<file path="src/hw/sac_map.vh">
// Constants for the successive-approximation conversion control block.
// Assumes inclusion by bare name from files under hw/.
`ifndef SAC_MAP_VH
`define SAC_MAP_VH

// Result width, start code and reset value.
`define SAC_BITS 8
`define SAC_TOP_BIT 8'h80
`define SAC_ZERO 8'h00

// Positions of the pin inputs inside the synchroniser vector.
`define SAC_PIN_START 0
`define SAC_PIN_CLK 1
`define SAC_PIN_COMP 2
`define SAC_PIN_READ 3
`define SAC_PINS 4
`define SAC_PINS_IDLE 4'h3

// Falling converter-clock edge count and trial shift step.
`define SAC_CNT_W 4
`define SAC_CNT_ZERO 4'h0
`define SAC_CNT_STEP 4'h1
`define SAC_LAST_EDGE 4'h9
`define SAC_SHIFT 1

// Control states, one-hot.
`define SAC_ST_DONE 3'h1
`define SAC_ST_HOLD 3'h2
`define SAC_ST_CONV 3'h4

`endif

</file>
<file path="src/hw/sac_conv_ctrl.v">
// Conversion control logic of an 8-bit successive-approximation converter.
// Assumes one system clock; every pin input is asynchronous, and all but RST_IN are synchronised here.
`timescale 1ns/1ns
`default_nettype none
`include "sac_map.vh"

module sac_conv_ctrl (
  // System clock and reset.
  input wire CLK_IN,
  input wire RST_IN,
  // Host strobes.
  input wire START_PULSE_N_IN,
  input wire READ_EN_IN,
  // Converter clock and comparator decision.
  input wire CONV_CLK_IN,
  input wire COMP_HIGH_IN,
  // Status and result.
  output wire BUSY_N_OUT,
  output wire [`SAC_BITS-1:0] TRIAL_CODE_OUT,
  output wire [`SAC_BITS-1:0] DATA_OUT,
  output wire DATA_OE_OUT
);

  localparam ST_DONE = `SAC_ST_DONE;
  localparam ST_HOLD = `SAC_ST_HOLD;
  localparam ST_CONV = `SAC_ST_CONV;

  // Helper functions for the decision, the edge count and the pin filter.

  // Moves the trial one place down.
  function [`SAC_BITS-1:0] lower_bit;
    input [`SAC_BITS-1:0] bit_mask;
    begin
      lower_bit = bit_mask >> `SAC_SHIFT;
    end
  endfunction

  // Keeps or clears the bit under trial and raises the next lower one.
  function [`SAC_BITS-1:0] settle_bit;
    input [`SAC_BITS-1:0] code;
    input [`SAC_BITS-1:0] bit_mask;
    input comp;
    begin
      settle_bit = (code & ~(bit_mask & {`SAC_BITS{comp}})) | lower_bit(bit_mask);
    end
  endfunction

  // Takes a pin change only once stages two and three agree.
  function [`SAC_PINS-1:0] settle_pins;
    input [`SAC_PINS-1:0] held, stage2, stage3;
    begin
      settle_pins = (stage2 & stage3) | (held & (stage2 | stage3));
    end
  endfunction

  // Counts one more falling converter-clock edge.
  function [`SAC_CNT_W-1:0] count_up;
    input [`SAC_CNT_W-1:0] count;
    begin
      count_up = count + `SAC_CNT_STEP;
    end
  endfunction

  reg [`SAC_PINS-1:0] pin_s1;
  reg [`SAC_PINS-1:0] pin_s2;
  reg [`SAC_PINS-1:0] pin_s3;
  reg [`SAC_PINS-1:0] pin_filt;
  reg [2:0] state;
  reg [2:0] next_state;
  reg [`SAC_BITS-1:0] sar;
  reg [`SAC_BITS-1:0] next_sar;
  reg [`SAC_BITS-1:0] trial;
  reg [`SAC_BITS-1:0] next_trial;
  reg busy_n;
  reg next_busy_n;
  reg read_en;
  wire start_low;
  wire clk_fall;
  wire comp_high;
  reg [`SAC_CNT_W-1:0] edge_count;
  reg [`SAC_CNT_W-1:0] next_edge_count;
  wire conv_done;

  // Three-stage synchronisers; a change is taken once stages two and three agree.
  always @(posedge CLK_IN or posedge RST_IN) begin
    if (RST_IN) begin
      pin_s1 <= `SAC_PINS_IDLE;
    end else begin
      pin_s1 <= {READ_EN_IN, COMP_HIGH_IN, CONV_CLK_IN, START_PULSE_N_IN};
    end
  end

  always @(posedge CLK_IN or posedge RST_IN) begin
    if (RST_IN) begin
      pin_s2 <= `SAC_PINS_IDLE;
    end else begin
      pin_s2 <= pin_s1;
    end
  end

  always @(posedge CLK_IN or posedge RST_IN) begin
    if (RST_IN) begin
      pin_s3 <= `SAC_PINS_IDLE;
    end else begin
      pin_s3 <= pin_s2;
    end
  end

  always @(posedge CLK_IN or posedge RST_IN) begin
    if (RST_IN) begin
      pin_filt <= `SAC_PINS_IDLE;
    end else begin
      pin_filt <= settle_pins(pin_filt, pin_s2, pin_s3);
    end
  end

  assign start_low = ~pin_filt[`SAC_PIN_START];
  assign clk_fall = pin_filt[`SAC_PIN_CLK] & ~pin_s2[`SAC_PIN_CLK] & ~pin_s3[`SAC_PIN_CLK];
  assign comp_high = pin_filt[`SAC_PIN_COMP];
  assign conv_done = (count_up(edge_count) == `SAC_LAST_EDGE);

  // Next-state logic of the approximation register.
  always @* begin
    next_state = state;
    next_sar = sar;
    next_trial = trial;
    next_busy_n = busy_n;
    next_edge_count = edge_count;
    if (start_low) begin
      next_state = ST_HOLD;
      next_sar = `SAC_TOP_BIT;
      next_trial = `SAC_TOP_BIT;
      next_busy_n = 1'b0;
      next_edge_count = `SAC_CNT_ZERO;
    end else begin
      case (state)
        ST_HOLD: begin
          next_state = ST_CONV;
        end
        ST_CONV: begin
          if (clk_fall) begin
            next_edge_count = count_up(edge_count);
            if (conv_done) begin
              next_state = ST_DONE;
              next_busy_n = 1'b1;
            end else begin
              next_sar = settle_bit(sar, trial, comp_high);
              next_trial = lower_bit(trial);
            end
          end
        end
        ST_DONE: begin
          next_state = ST_DONE;
        end
        default: begin
          next_state = ST_DONE;
        end
      endcase
    end
  end

  // Control registers: state, busy flag and edge count.
  always @(posedge CLK_IN or posedge RST_IN) begin
    if (RST_IN) begin
      state <= ST_DONE;
      busy_n <= 1'b1;
      edge_count <= `SAC_CNT_ZERO;
    end else begin
      state <= next_state;
      busy_n <= next_busy_n;
      edge_count <= next_edge_count;
    end
  end

  // Data registers: approximation, trial bit and output enable.
  always @(posedge CLK_IN or posedge RST_IN) begin
    if (RST_IN) begin
      sar <= `SAC_ZERO;
      trial <= `SAC_ZERO;
      read_en <= 1'b0;
    end else begin
      sar <= next_sar;
      trial <= next_trial;
      read_en <= pin_filt[`SAC_PIN_READ];
    end
  end

  assign BUSY_N_OUT = busy_n;
  assign TRIAL_CODE_OUT = sar;
  assign DATA_OUT = sar;
  assign DATA_OE_OUT = read_en;

endmodule

`default_nettype wire

</file>
<file path="config.mk">
export PLATFORM = sky130hd
export DESIGN_NAME = sac_conv_ctrl
export DESIGN_NICKNAME = d
export VERILOG_FILES = /design/src/hw/sac_conv_ctrl.v
export VERILOG_INCLUDE_DIRS = /design/src /design/src/hw
export SDC_FILE = /design/constraint.sdc
export NUM_CORES = 1
export LEC_CHECK = 0
export ABC_AREA = 1
export BUFFER_PORTS_ARGS = -buffer_cell sky130_fd_sc_hd__buf_2
export CAP_MARGIN = 20
export CORE_MARGIN = 2
export CORE_UTILIZATION = 55
export CTS_CLUSTER_DIAMETER = 120
export DETAILED_ROUTE_END_ITERATION = 12
export GPL_TIMING_DRIVEN = 0
export MAX_ROUTING_LAYER = met4
export PLACE_DENSITY = 0.85
export SYNTH_ARGS = -nofsm -noshare
export SYNTH_HDL_FRONTEND = slang
export SYNTH_SLANG_ARGS = --single-unit
</file>
<file path="constraint.sdc">
create_clock -name CLK_IN -period 2.1 [get_ports CLK_IN]
set_input_delay 0.42 -clock CLK_IN [delete_from_list [all_inputs] [get_ports CLK_IN]]
set_output_delay 0.42 -clock CLK_IN [all_outputs]
set_load 0.02 [all_outputs]
</file>
Yosys cells after proc, flatten, opt, wreduce, memory -nomap -nowiden
Index checks and enable logic that the tools add are counted.
{"block": "totals", "register_bits": 41, "in_bits": 6, "out_inout_bits": 18, "word_cells": 55}
{"block": "op_classes", "n_addsub": 1, "n_eq_ne": 9, "n_mux": 19, "bitwise": 12, "n_reduce_logical": 4}
{"op": "8-bit 2-to-1 mux", "count": 8}
{"op": "8-bit bitwise AND", "count": 2}
{"op": "4-bit 2-to-1 mux", "count": 3}
{"op": "3-bit 2-to-1 mux", "count": 3}
{"op": "4-bit bitwise AND", "count": 2}
{"op": "8-bit NOT", "count": 1}
{"op": "4-bit bitwise OR", "count": 2}
{"op": "8-bit by 7-bit bitwise OR with 8-bit output", "count": 1}
{"op": "2-bit by 1-bit != test with 1-bit output (second input constant)", "count": 3}
{"op": "3-bit != test (second input constant)", "count": 2}
{"op": "3-bit one-hot mux with 2 select lines", "count": 1}
{"op": "3-bit AND reduction", "count": 2}
{"op": "4-bit by 1-bit adder with 4-bit output (second input constant)", "count": 1}
{"op": "4-bit equality test (second input constant)", "count": 1}
{"op": "1-bit 2-to-1 mux", "count": 4}
{"op": "2-bit AND reduction", "count": 2}
{"op": "3-bit by 2-bit equality test with 1-bit output (second input constant)", "count": 1}
{"op": "3-bit equality test (second input constant)", "count": 1}
{"op": "1-bit bitwise AND", "count": 2}
{"op": "2-bit != test (second input constant)", "count": 1}
{"op": "1-bit NOT", "count": 2}

Logic depth before layout (Yosys ltp)
Gate-level depths: netlist of run 1.
{"block": "depth", "word_depth": 8, "depth_mapped": 10, "ltp_nobuf": 9}

Least setup slack after synthesis of run 1
No wires, ideal clock.
{"block": "synth_path", "kind": "reg2reg", "start": "register edge_count[0]", "end": "register sar[5], in the netlist DATA_OUT[5]", "setup_time_ns": 0.118, "t_arrival_ns": 1.186, "slack_ns": 0.795, "path_stages_with_launch": 9, "path_buffers": 1, "period_less_slack_ns": 1.305, "cell_sequence": "dfrtp_1 > ha_1 > nand2_1 > nand2_2 > nor2_4 > nand2_4 > buf_6 > nand4_1 > nand2_1"}
{"block": "synth_via", "elab_chain_len": 4}
{"item": "start, declared", "line": "sac_conv_ctrl.v:80", "source": "reg [`SAC_CNT_W-1:0] edge_count;"}
{"item": "start signal, assigned", "line": "sac_conv_ctrl.v:167", "source": "edge_count <= `SAC_CNT_ZERO;"}
{"item": "start signal, assigned", "line": "sac_conv_ctrl.v:171", "source": "edge_count <= next_edge_count;"}
{"item": "4-bit by 1-bit adder with 4-bit output (no source line)"}
{"item": "4-bit equality test (no source line)"}
{"item": "2-bit != test (no source line)"}
{"item": "3-bit AND reduction (no source line)"}
{"item": "end signal, assigned", "line": "sac_conv_ctrl.v:178", "source": "sar <= `SAC_ZERO;"}
{"item": "end signal, assigned", "line": "sac_conv_ctrl.v:182", "source": "sar <= next_sar;"}
{"item": "end, declared", "line": "sac_conv_ctrl.v:70", "source": "reg [`SAC_BITS-1:0] sar;"}
Every way passes these cells.
A chain may end at the register's enable or synchronous reset.

Worst setup path after layout of run 1
{"block": "layout_path", "start": "register sar[7], in the netlist DATA_OUT[7]", "end": "output port TRIAL_CODE_OUT[7]"}
{"item": "end, declared", "line": "sac_conv_ctrl.v:19", "source": "output wire [`SAC_BITS-1:0] TRIAL_CODE_OUT,"}
No word-level cell between the ends.

==> results of run 1 <==
[area by class of cell]
cell class	instances	share of cell area (%)
Clock buffer	8	2.92
Tap cell	44	2.74
Timing Repair Buffer	23	5.72
Sequential cell	41	51.6
Inverter	23	4.29
Multi-Input combinational cell	106	27.5
Buffer	15	5.16
[layer usage]
metal	routed length [microns]	share of wire [%]
met5	0	0
met4	64	2.3
met3	153	5.5
met2	1240	44
met1	1350	48
[worst max-delay path, cell delays in order (launching register included)]
cell and delay [ns]:
dfrtp_1 0.43, buf_4 0.14, buf_2 0.15
[state kept, by name, summed over array words and instances (netlist names)]
register	count
BUSY_N_OUT	1
state	3
pin_s2	4
pin_s1	4
edge_count	4
DATA_OE_OUT	1
pin_filt	4
DATA_OUT	8
pin_s3	4
trial	8
[cells in the mapped netlist, drive strengths merged]
library cell	number
ha	2
nand4	8
nand3	22
a21oi	2
dfrtp	31
nand3b	1
buf	12
clkbuf	3
nor2	7
nand2	54
o21ai	7
inv	23
maj3	3
dfstp	10
[how the worst max path moves through the flow]
stage	to	slack (ns)
final	TRIAL_CODE_OUT[7]	0.61
after global routing	trial[4]	0.53
after CTS	TRIAL_CODE_OUT[7]	0.59
after detailed placement	trial[1]	0.68
after global placement	edge_count[3]	0.27
after floorplan	DATA_OE_OUT	0.75
[cell families (layout without fill, tap and decap cells)]
| kind of cell | after synthesis | after routing | share of synthesized area, % |
|---|---|---|---|
| fa+ha+maj | 5 | 5 | 3.09 |
| buf+inv | 38 | 69 | 10.7 |
| flops | 41 | 41 | 58.2 |
| compound gates | 9 | 9 | 2.74 |
| simple gates | 92 | 92 | 25.3 |
[power by group]
| group | switching, mW | leakage (nW) | internal [mW] |
|---|---|---|---|
| sequential | 0.0197 | 0.507 | 0.834 |
| combinational | 0.0872 | 0.617 | 0.0401 |
| clock | 0.233 | 0.0326 | 0.165 |
==> impl_metrics.sql, run 1 <==
INSERT INTO impl_metrics (metric_group, metric, value, unit) VALUES
('clock_network', 'postCtsHoldBufs', '0', ''),
('hold_path', 'hold_path.class', 'in2reg', ''),
('synthesis', 'syn_area', '1780', 'sq um'),
('critical_path', 'beginning_of_the_worst_register_to_register_path', 'pin_filt[0]', ''),
('floorplan', 'core_area', '3080', 'sq um'),
('clock_network', 'clockBufferDepth', '2', ''),
('floorplan', 'core.rowCount', '20', ''),
('critical_path', 'crit_path_kind', 'reg2out', ''),
('critical_path', 'rr_endpoint', 'BUSY_N_OUT', ''),
('timing', 'report.final.setup_viol', '0', ''),
('synthesis', 'netlist_top_cells_area', 'dfrtp_1 (44%), dfstp_2 (15%), nand2_1 (10%)', ''),
('floorplan', 'chipHeight', '60.9', 'microns'),
('global_routing', 'use_met3', '5.76', '%'),
('layout', 'drive_gt1_share', '28.2', '%'),
('placed_design', 'globalplace.congestion', '0.766', ''),
('global_routing', 'grt_pass1_vias', '1053', ''),
('placed_design', 'placement.cell_area', '1950', 'sq um'),
('synthesis', 'netlist.top_cell.by_area', 'dfrtp_1', ''),
('routing', 'initialDrtViolationCount', '61', ''),
('layout', 'fillers', '261', ''),
('timing', 'fin_setup_tns', '0', 'ns'),
('clock_network', 'clk_transition_reported_paths', '0.12', 'ns'),
('critical_path', 'timing.reg2reg.worst_path_depth', '4', ''),
('layout', 'multi_input_comb_area', '554', 'sq um'),
('timing', 'hold_viol_final', '0', ''),
('run', 'max_cap_viol_count', '0', ''),
('global_routing', 'busiest_layer', 'met2', ''),
('timing', 'slew_violations', '0', ''),
('global_routing', 'grt_max_degree', '42', ''),
('power_and_ir_drop', 'p_per_area', '685', 'nW/um^2'),
('placed_design', 'place.detailed.instances', '252', ''),
('routing', 'detailroute.via_count', '1247', ''),
('global_routing', 'grt_pass1_wl', '4.78', 'mm'),
('hold_path', 'worstHoldStart', 'COMP_HIGH_IN', ''),
('global_routing', 'number_of_antenna_violations_at_the_first_check_in_global_routing', '0', ''),
('critical_path', 'critical_path.startpoint', 'DATA_OUT[7]', ''),
('synthesis', 'share_of_the_yosys_chip_area_belonging_to_registers', '58.2', '%'),
('critical_path', 'cp.required', '1.68', 'ns'),
('timing', 'timing.final.crit_share', '70.9', '%'),
('floorplan', 'dieWidth', '60.9', 'microns'),
('layout', 'syn_to_final_growth', '12.8', '%'),
('global_routing', 'met1_usage', '24.9', '%'),
('synthesis', 'synth.net_count', '193', ''),
('clock_network', 'clk-insertion-delay-late', '0.35', 'ns'),
('clock_network', 'clock_tree.root_cell', 'clkbuf_4', ''),
('global_routing', 'gr-usage-met2', '25.7', '%'),
('critical_path', 'timing.critical_path.from_type', 'flop', ''),
('layout', 'postLayoutCellArea', '2010', 'sq um'),
('run_status', 'status', 'completed', ''),
('timing', 'finalClockSkew', '0.0199', 'ns'),
('layout', 'final-instance-count-excl-fill', '260', ''),
('layout', 'fin_nets', '223', ''),
('timing', 'fmaxAchievable', '672', 'MHz'),
('layout', 'layout.cells.most_common_list', 'nand2_1 (49), dfrtp_1 (31), buf_2 (25)', ''),
('global_routing', 'grt-ovfl-total', '0', ''),
('placed_design', 'port_buffers', '23', ''),
('timing', 'finalHoldWorstSlack', '0.163', 'ns'),
('synthesis', 'synth_largest_type_area_fraction', '43.5', '%'),
('timing', 'rsz0062_at_grt', 'no', ''),
('power_and_ir_drop', 'p_leak', '1.16', 'nW'),
('timing', 'timing.slew.headroom', '47.2', '%'),
('power_and_ir_drop', 'total_power', '1.38', 'mW'),
('clock_network', 'num_cts_buffers', '5', ''),
('critical_path', 'regToRegSetupSlack', '0.67', 'ns'),
('synthesis', 'synth.avg_cell_area', '9.64', 'sq um'),
('timing', 'final_critical_path_setup_slack', '0.612', 'ns'),
('routing', 'drc_violations_left', '0', ''),
('global_routing', 'grt_util_all_layers', '18.7', '%'),
('routing', 'drt_wl_total', '2.81', 'mm'),
('floorplan', 'ios', '24', ''),
('layout', 'final_common_cell', 'nand2_1', '');
(Power assumes the default switching activity.)
==> run 2: changes to the inputs <==
Settings changed: CORE_UTILIZATION 55 to 50, PLACE_DENSITY 0.85 to 0.82.
Clock period 2.1 ns to 1.2 ns, I/O delays scaled along.
==> impl_metrics.sql, run 2 (synthesis gave the netlist of run 1 again) <==
INSERT INTO impl_metrics (metric_group, metric, value, unit) VALUES
('layout', 'fin_nets', '236', ''),
('global_routing', 'grt_pass1_wl', '5.69', 'mm'),
('global_routing', 'grt_max_degree', '42', ''),
('timing', 'report.final.setup_viol', '24', ''),
('timing', 'hold_viol_final', '0', ''),
('routing', 'drc_violations_left', '0', ''),
('timing', 'worstMarginPinSlew', '0.802', 'ns'),
('routing', 'detailroute.via_count', '1321', ''),
('routing', 'ant_nets', '0', ''),
('run_status', 'failed_checks', 'setup timing', ''),
('run', 'max_cap_viol_count', '0', ''),
('layout', 'final_core_util', '67.4', '%'),
('timing', 'finalClockSkew', '0.0226', 'ns'),
('floorplan', 'start_util', '52.6', '%'),
('critical_path', 'cp-end-kind', 'flop', ''),
('timing', 'fmaxAchievable', '724', 'MHz'),
('timing', 'rsz0062_at_grt', 'yes', ''),
('routing', 'firstDrtPassIters', '4', ''),
('hold_path', 'hold_path.class', 'in2async', ''),
('routing', 'drt_wl_total', '3.26', 'mm'),
('timing', 'timing.slew.headroom', '46.4', '%'),
('layout', 'drive_gt1_share', '33.6', '%'),
('timing', 'final_critical_path_setup_slack', '-0.180', 'ns'),
('critical_path', 'regToRegSetupSlack', '-0.18', 'ns'),
('layout', 'antenna_cells', '0', ''),
('critical_path', 'cp_max_fo', '5', ''),
('critical_path', 'cp.required', '1.44', 'ns'),
('global_routing', 'grt_util_all_layers', '19.0', '%'),
('routing', 'drt-vias-per-instance', '4.80', ''),
('placed_design', 'post-dp-hpwl', '1.94', 'mm'),
('layout', 'syn_to_final_growth', '28.1', '%'),
('clock_network', 'clockBufferDepth', '2', ''),
('power_and_ir_drop', 'p_per_area', '1080', 'nW/um^2'),
('floorplan', 'die-area', '4060', 'sq um'),
('timing', 'timing.final.crit_share', '115', '%'),
('timing', 'min_period', '1.38', 'ns'),
('layout', 'layout.cells.most_common_list', 'nand2_1 (48), dfrtp_1 (31), buf_6 (24)', ''),
('floorplan', 'core.rowCount', '21', ''),
('power_and_ir_drop', 'p_leak', '1.24', 'nW'),
('clock_network', 'cts_sink_cnt', '41', ''),
('floorplan', 'ios', '24', ''),
('clock_network', 'clk_transition_reported_paths', '0.12', 'ns'),
('routing', 'avgRoutedWirePerCell', '11.9', 'microns'),
('clock_network', 'clk-insertion-delay-late', '0.36', 'ns'),
('clock_network', 'num_cts_buffers', '5', ''),
('power_and_ir_drop', 'vdd.ir_drop.worst', '0.794', 'mV'),
('timing', 'fin_setup_tns', '-3.13', 'ns'),
('global_routing', 'number_of_antenna_violations_at_the_first_check_in_global_routing', '0', ''),
('placed_design', 'port_buffers', '23', ''),
('placed_design', 'globalplace.congestion', '0.790', ''),
('critical_path', 'crit_path_kind', 'reg2reg', ''),
('layout', 'final_common_cell', 'nand2_1', ''),
('floorplan', 'chipHeight', '63.7', 'microns'),
('floorplan', 'core_area', '3390', 'sq um'),
('global_routing', 'grt_pass1_vias', '1292', ''),
('global_routing', 'grt-ovfl-total', '0', ''),
('timing', 'finalHoldWorstSlack', '0.0197', 'ns'),
('critical_path', 'critPathArrivalTime', '1.62', 'ns'),
('critical_path', 'timing.critical_path.from_type', 'flop', ''),
('clock_network', 'htree_levels', '2', ''),
('floorplan', 'dieWidth', '63.7', 'microns'),
('clock_network', 'clock_tree_from_tritoncts', 'done', ''),
('routing', 'initialDrtViolationCount', '86', ''),
('run_status', 'status', 'finished, violations left', ''),
('timing', 'slew_violations', '0', ''),
('layout', 'fillers', '252', ''),
('clock_network', 'clock_tree.root_cell', 'clkbuf_4', '');
-- run 2: worst paths after layout --
kind / start / endpoint / cells after the start
max in group asynchronous: RST_IN / DATA_OE_OUT / 2
min: RST_IN / trial[2] / 2
max: edge_count[1] / DATA_OUT[0] / 8
min in group CLK_IN: pin_s1[0] / pin_s2[0] / 0
max reg2reg: edge_count[1] / DATA_OUT[0] / 8
min reg2reg: pin_s1[0] / pin_s2[0] / 0
-- run 2: final cells by class --
cell class / instances / area, sq um / share of cell area (%)
plain buffers: 9 / 80.1 / 3.51
clock buffers: 8 / 58.8 / 2.58
multi-input cells: 106 / 568 / 24.9
flip-flops and latches: 41 / 1040 / 45.5
repair buffers: 42 / 394 / 17.3
inverters: 23 / 86.3 / 3.78
well taps: 46 / 57.6 / 2.52
-- run 2: repair_timing --
action | 4_1_cts | 5_1_grt
pin swaps | 5 | 7
gates resized for setup | 30 | 23
hold endpoints to repair | 4 | 0
hold buffers | 4 | 0
gates cloned | 2 | 0
setup buffers | 9 | 4
setup endpoints to repair | 32 | 37
-- run 2: stage by stage --
step	cells	instance area [sq um]	setup WS, ns	total power, mW
2_1_floorplan	185	1790	-0.100	1.68
6_report	275	2280	-0.180	2.46
4_1_cts	271	2190	-0.138	2.47
3_3_place_gp	254	1960	-0.462	1.74
5_1_grt	275	2280	-0.279	2.59
3_5_place_dp	254	1960	-0.229	1.74
-- run 2: critical path, cell delays in order, from the launching register on --
cell and delay, ns:
dfrtp_1 0.42, ha_2 0.20, nand2_1 0.07, nand2_2 0.08, nor2_4 0.12, nand2_4 0.09
buf_6 0.14, nand4_1 0.10, nand2_1 0.07
-- run 2: metal layers --
layer | vias to the layer above | global-route usage (%) | wire [microns]
li1 | 663 | - | -
met1 | 616 | 24.0 | 1450
met2 | 35 | 28.3 | 1590
met3 | 7 | 5.54 | 160
met4 | 0 | 8.70 | 63
met5 | - | - | 0
-- run 2: power breakdown --
group	internal (mW)	switching (mW)	leakage [nW]
clock	0.289	0.408	0.0326
combinational	0.104	0.155	0.705
sequential	1.46	0.0423	0.507
total	1.85	0.605	1.24
==> run 3: changes to the inputs <==
--- a/config.mk
+++ b/config.mk
@@ -11,10 +11,11 @@
 export CAP_MARGIN = 20
 export CORE_MARGIN = 2
-export CORE_UTILIZATION = 50
+export CORE_UTILIZATION = 55
 export CTS_CLUSTER_DIAMETER = 120
+export CTS_CLUSTER_SIZE = 30
 export DETAILED_ROUTE_END_ITERATION = 12
 export GPL_TIMING_DRIVEN = 0
 export MAX_ROUTING_LAYER = met4
-export PLACE_DENSITY = 0.82
+export PLACE_DENSITY = 0.85
 export SYNTH_ARGS = -nofsm -noshare
 export SYNTH_HDL_FRONTEND = slang
==> constraint.sdc (replaced) <==
create_clock -name CLK_IN -period 1.3 [get_ports CLK_IN]
set_input_delay 0.065 -clock CLK_IN [delete_from_list [all_inputs] [get_ports CLK_IN]]
set_output_delay 0.065 -clock CLK_IN [all_outputs]
set_load 0.02 [all_outputs]
==> impl_metrics.sql, run 3 (synthesis gave the netlist of run 1 again) <==
INSERT INTO impl_metrics (metric_group, metric, value, unit) VALUES
('routing', 'detailroute.via_count', '1394', ''),
('timing', 'timing.slew.headroom', '46.4', '%'),
('clock_network', 'clk_transition_reported_paths', '0.12', 'ns'),
('critical_path', 'regToRegSetupSlack', '-0.11', 'ns'),
('critical_path', 'cp_max_fo', '4', ''),
('routing', 'wl_met1', '1.48', 'mm'),
('timing', 'finalClockSkew', '0.0163', 'ns'),
('critical_path', 'cp-end-kind', 'flop', ''),
('power_and_ir_drop', 'vdd.ir_drop.worst', '0.857', 'mV'),
('global_routing', 'grt_pass1_vias', '1275', ''),
('clock_network', 'clock_tree_from_tritoncts', 'done', ''),
('timing', 'timing.final.crit_share', '108', '%'),
('global_routing', 'grt-ovfl-total', '0', ''),
('critical_path', 'critPathArrivalTime', '1.70', 'ns'),
('clock_network', 'cts_sink_cnt', '41', ''),
('layout', 'final_common_cell', 'nand2_1', ''),
('routing', 'drt-vias-per-instance', '5.07', ''),
('timing', 'worstMarginPinSlew', '0.803', 'ns'),
('run', 'max_cap_viol_count', '0', ''),
('global_routing', 'number_of_antenna_violations_at_the_first_check_in_global_routing', '0', ''),
('clock_network', 'clockBufferDepth', '2', ''),
('power_and_ir_drop', 'p_per_area', '1020', 'nW/um^2'),
('layout', 'fin_nets', '238', ''),
('run_status', 'status', 'finished, violations left', ''),
('routing', 'drc_violations_left', '0', ''),
('floorplan', 'chipHeight', '60.9', 'microns'),
('floorplan', 'ios', '24', ''),
('global_routing', 'grt_max_degree', '42', ''),
('timing', 'min_period', '1.41', 'ns'),
('routing', 'drt_wl_total', '3.58', 'mm'),
('layout', 'antenna_cells', '0', ''),
('layout', 'fillers', '219', ''),
('timing', 'fmaxAchievable', '711', 'MHz'),
('routing', 'ant_nets', '0', ''),
('timing', 'final_critical_path_setup_slack', '-0.106', 'ns'),
('layout', 'final_core_util', '73.5', '%'),
('critical_path', 'cp.required', '1.60', 'ns'),
('clock_network', 'htree_levels', '2', ''),
('routing', 'routed-wl-met3', '192', 'microns'),
('layout', 'multi_input_comb_area', '644', 'sq um'),
('hold_path', 'hold_path.class', 'in2reg', ''),
('routing', 'firstDrtPassIters', '4', ''),
('routing', 'initialDrtViolationCount', '43', ''),
('routing', 'met2_wirelength', '1.81', 'mm'),
('routing', 'avgRoutedWirePerCell', '13.0', 'microns'),
('global_routing', 'grt_pass1_wl', '5.58', 'mm'),
('floorplan', 'core.rowCount', '20', ''),
('timing', 'report.final.setup_viol', '18', ''),
('floorplan', 'start_util', '57.9', '%'),
('layout', 'layout.cells.most_common_list', 'nand2_1 (45), dfrtp_1 (30), buf_2 (24)', ''),
('placed_design', 'port_buffers', '23', ''),
('power_and_ir_drop', 'p_leak', '1.25', 'nW'),
('timing', 'hold_viol_final', '0', ''),
('critical_path', 'timing.critical_path.from_type', 'flop', ''),
('layout', 'syn_to_final_growth', '26.9', '%'),
('timing', 'slew_violations', '0', ''),
('global_routing', 'grt_util_all_layers', '21.6', '%'),
('placed_design', 'globalplace.congestion', '0.801', ''),
('clock_network', 'num_cts_buffers', '5', ''),
('power_and_ir_drop', 'total_power', '2.32', 'mW'),
('layout', 'final-seq-area', '1040', 'sq um'),
('placed_design', 'placement.cell_area', '1960', 'sq um'),
('layout', 'postLayoutCellArea', '2260', 'sq um'),
('floorplan', 'dieWidth', '60.9', 'microns'),
('clock_network', 'clk-insertion-delay-late', '0.35', 'ns'),
('timing', 'finalHoldWorstSlack', '0.359', 'ns'),
('floorplan', 'core_area', '3080', 'sq um'),
('timing', 'rsz0062_at_grt', 'yes', ''),
('run_status', 'failed_checks', 'setup timing', ''),
('clock_network', 'clock_tree.root_cell', 'clkbuf_4', ''),
('routing', 'topRoutingLayerUsed', 'met4', ''),
('floorplan', 'die-area', '3710', 'sq um'),
('critical_path', 'crit_path_kind', 'reg2reg', ''),
('placed_design', 'post-dp-hpwl', '2.06', 'mm'),
('layout', 'drive_gt1_share', '38.5', '%');
[run 3: changes by cell type in the layout (fill, tap and decap cells not counted), sizes merged]
cell / previous run / this run
clkbuf: 10 / 9
clkinv: 0 / 1
dlygate4sd3: 4 / 5
nand2: 54 / 55
[run 3: path summary, 6_finish.rpt]
kind	from	end	depth (start not counted)
min in group asynchronous	RST_IN	DATA_OUT[7]	3
hold / removal	READ_EN_IN	pin_s1[3]	2
max in group asynchronous	RST_IN	edge_count[0]	3
setup reg to reg	edge_count[1]	trial[3]	9
hold reg to reg	pin_s1[2]	pin_s2[2]	0
setup / recovery	edge_count[1]	trial[3]	9
[run 3: power by group]
part,internal [mW],switching (mW)
logic,0.0795,0.142
registers,1.35,0.0428
clock network,0.314,0.393
[run 3: repair_timing]
action,in CTS,in global routing
hold buffers,5,0
pin swaps,6,13
buffers inserted,5,4
hold endpoints to repair,35,0
endpoints found under the setup margin,23,23
gates cloned,1,1
gates resized for setup,8,19
[run 3: cell type report]
cell class	count	share of cell area, %
clock buffer	7	2.87
timing repair buffer	38	11.7
multi-input combinational	107	28.5
buffer	14	4.59
sequential	41	45.9
inverter	23	3.81
clock inverter	1	0.221
tap	44	2.43
[run 3: per-layer routing]
layer  global-route usage, %  vias to the layer above
met2                    34.7                       57
li1                        -                      667
met3                    4.48                       11
met5                       -                        -
met4                    10.2                        0
met1                    26.0                      659
[run 3: stage by stage]
| stage | TNS, ns | worst slack (ns) | instances |
|---|---|---|---|
| 6_report | -1.43 | -0.106 | 275 |
| 5_1_grt | -2.47 | -0.161 | 275 |
| 4_1_cts | -1.04 | -0.0796 | 270 |
| 3_5_place_dp | -2.55 | -0.170 | 252 |
| 3_3_place_gp | -6.40 | -0.161 | 252 |
| 2_1_floorplan | -0.0000797 | -0.0000190 | 185 |
[run 3: critical path, stage by stage (launching register included)]
cell and delay (ns):
dfrtp_1 0.44, inv_1 0.11, ha_1 0.15, inv_1 0.06, nor2_4 0.14, nand2_4 0.10
buf_12 0.14, nand2_4 0.07, nand3_1 0.08, nand2_1 0.08
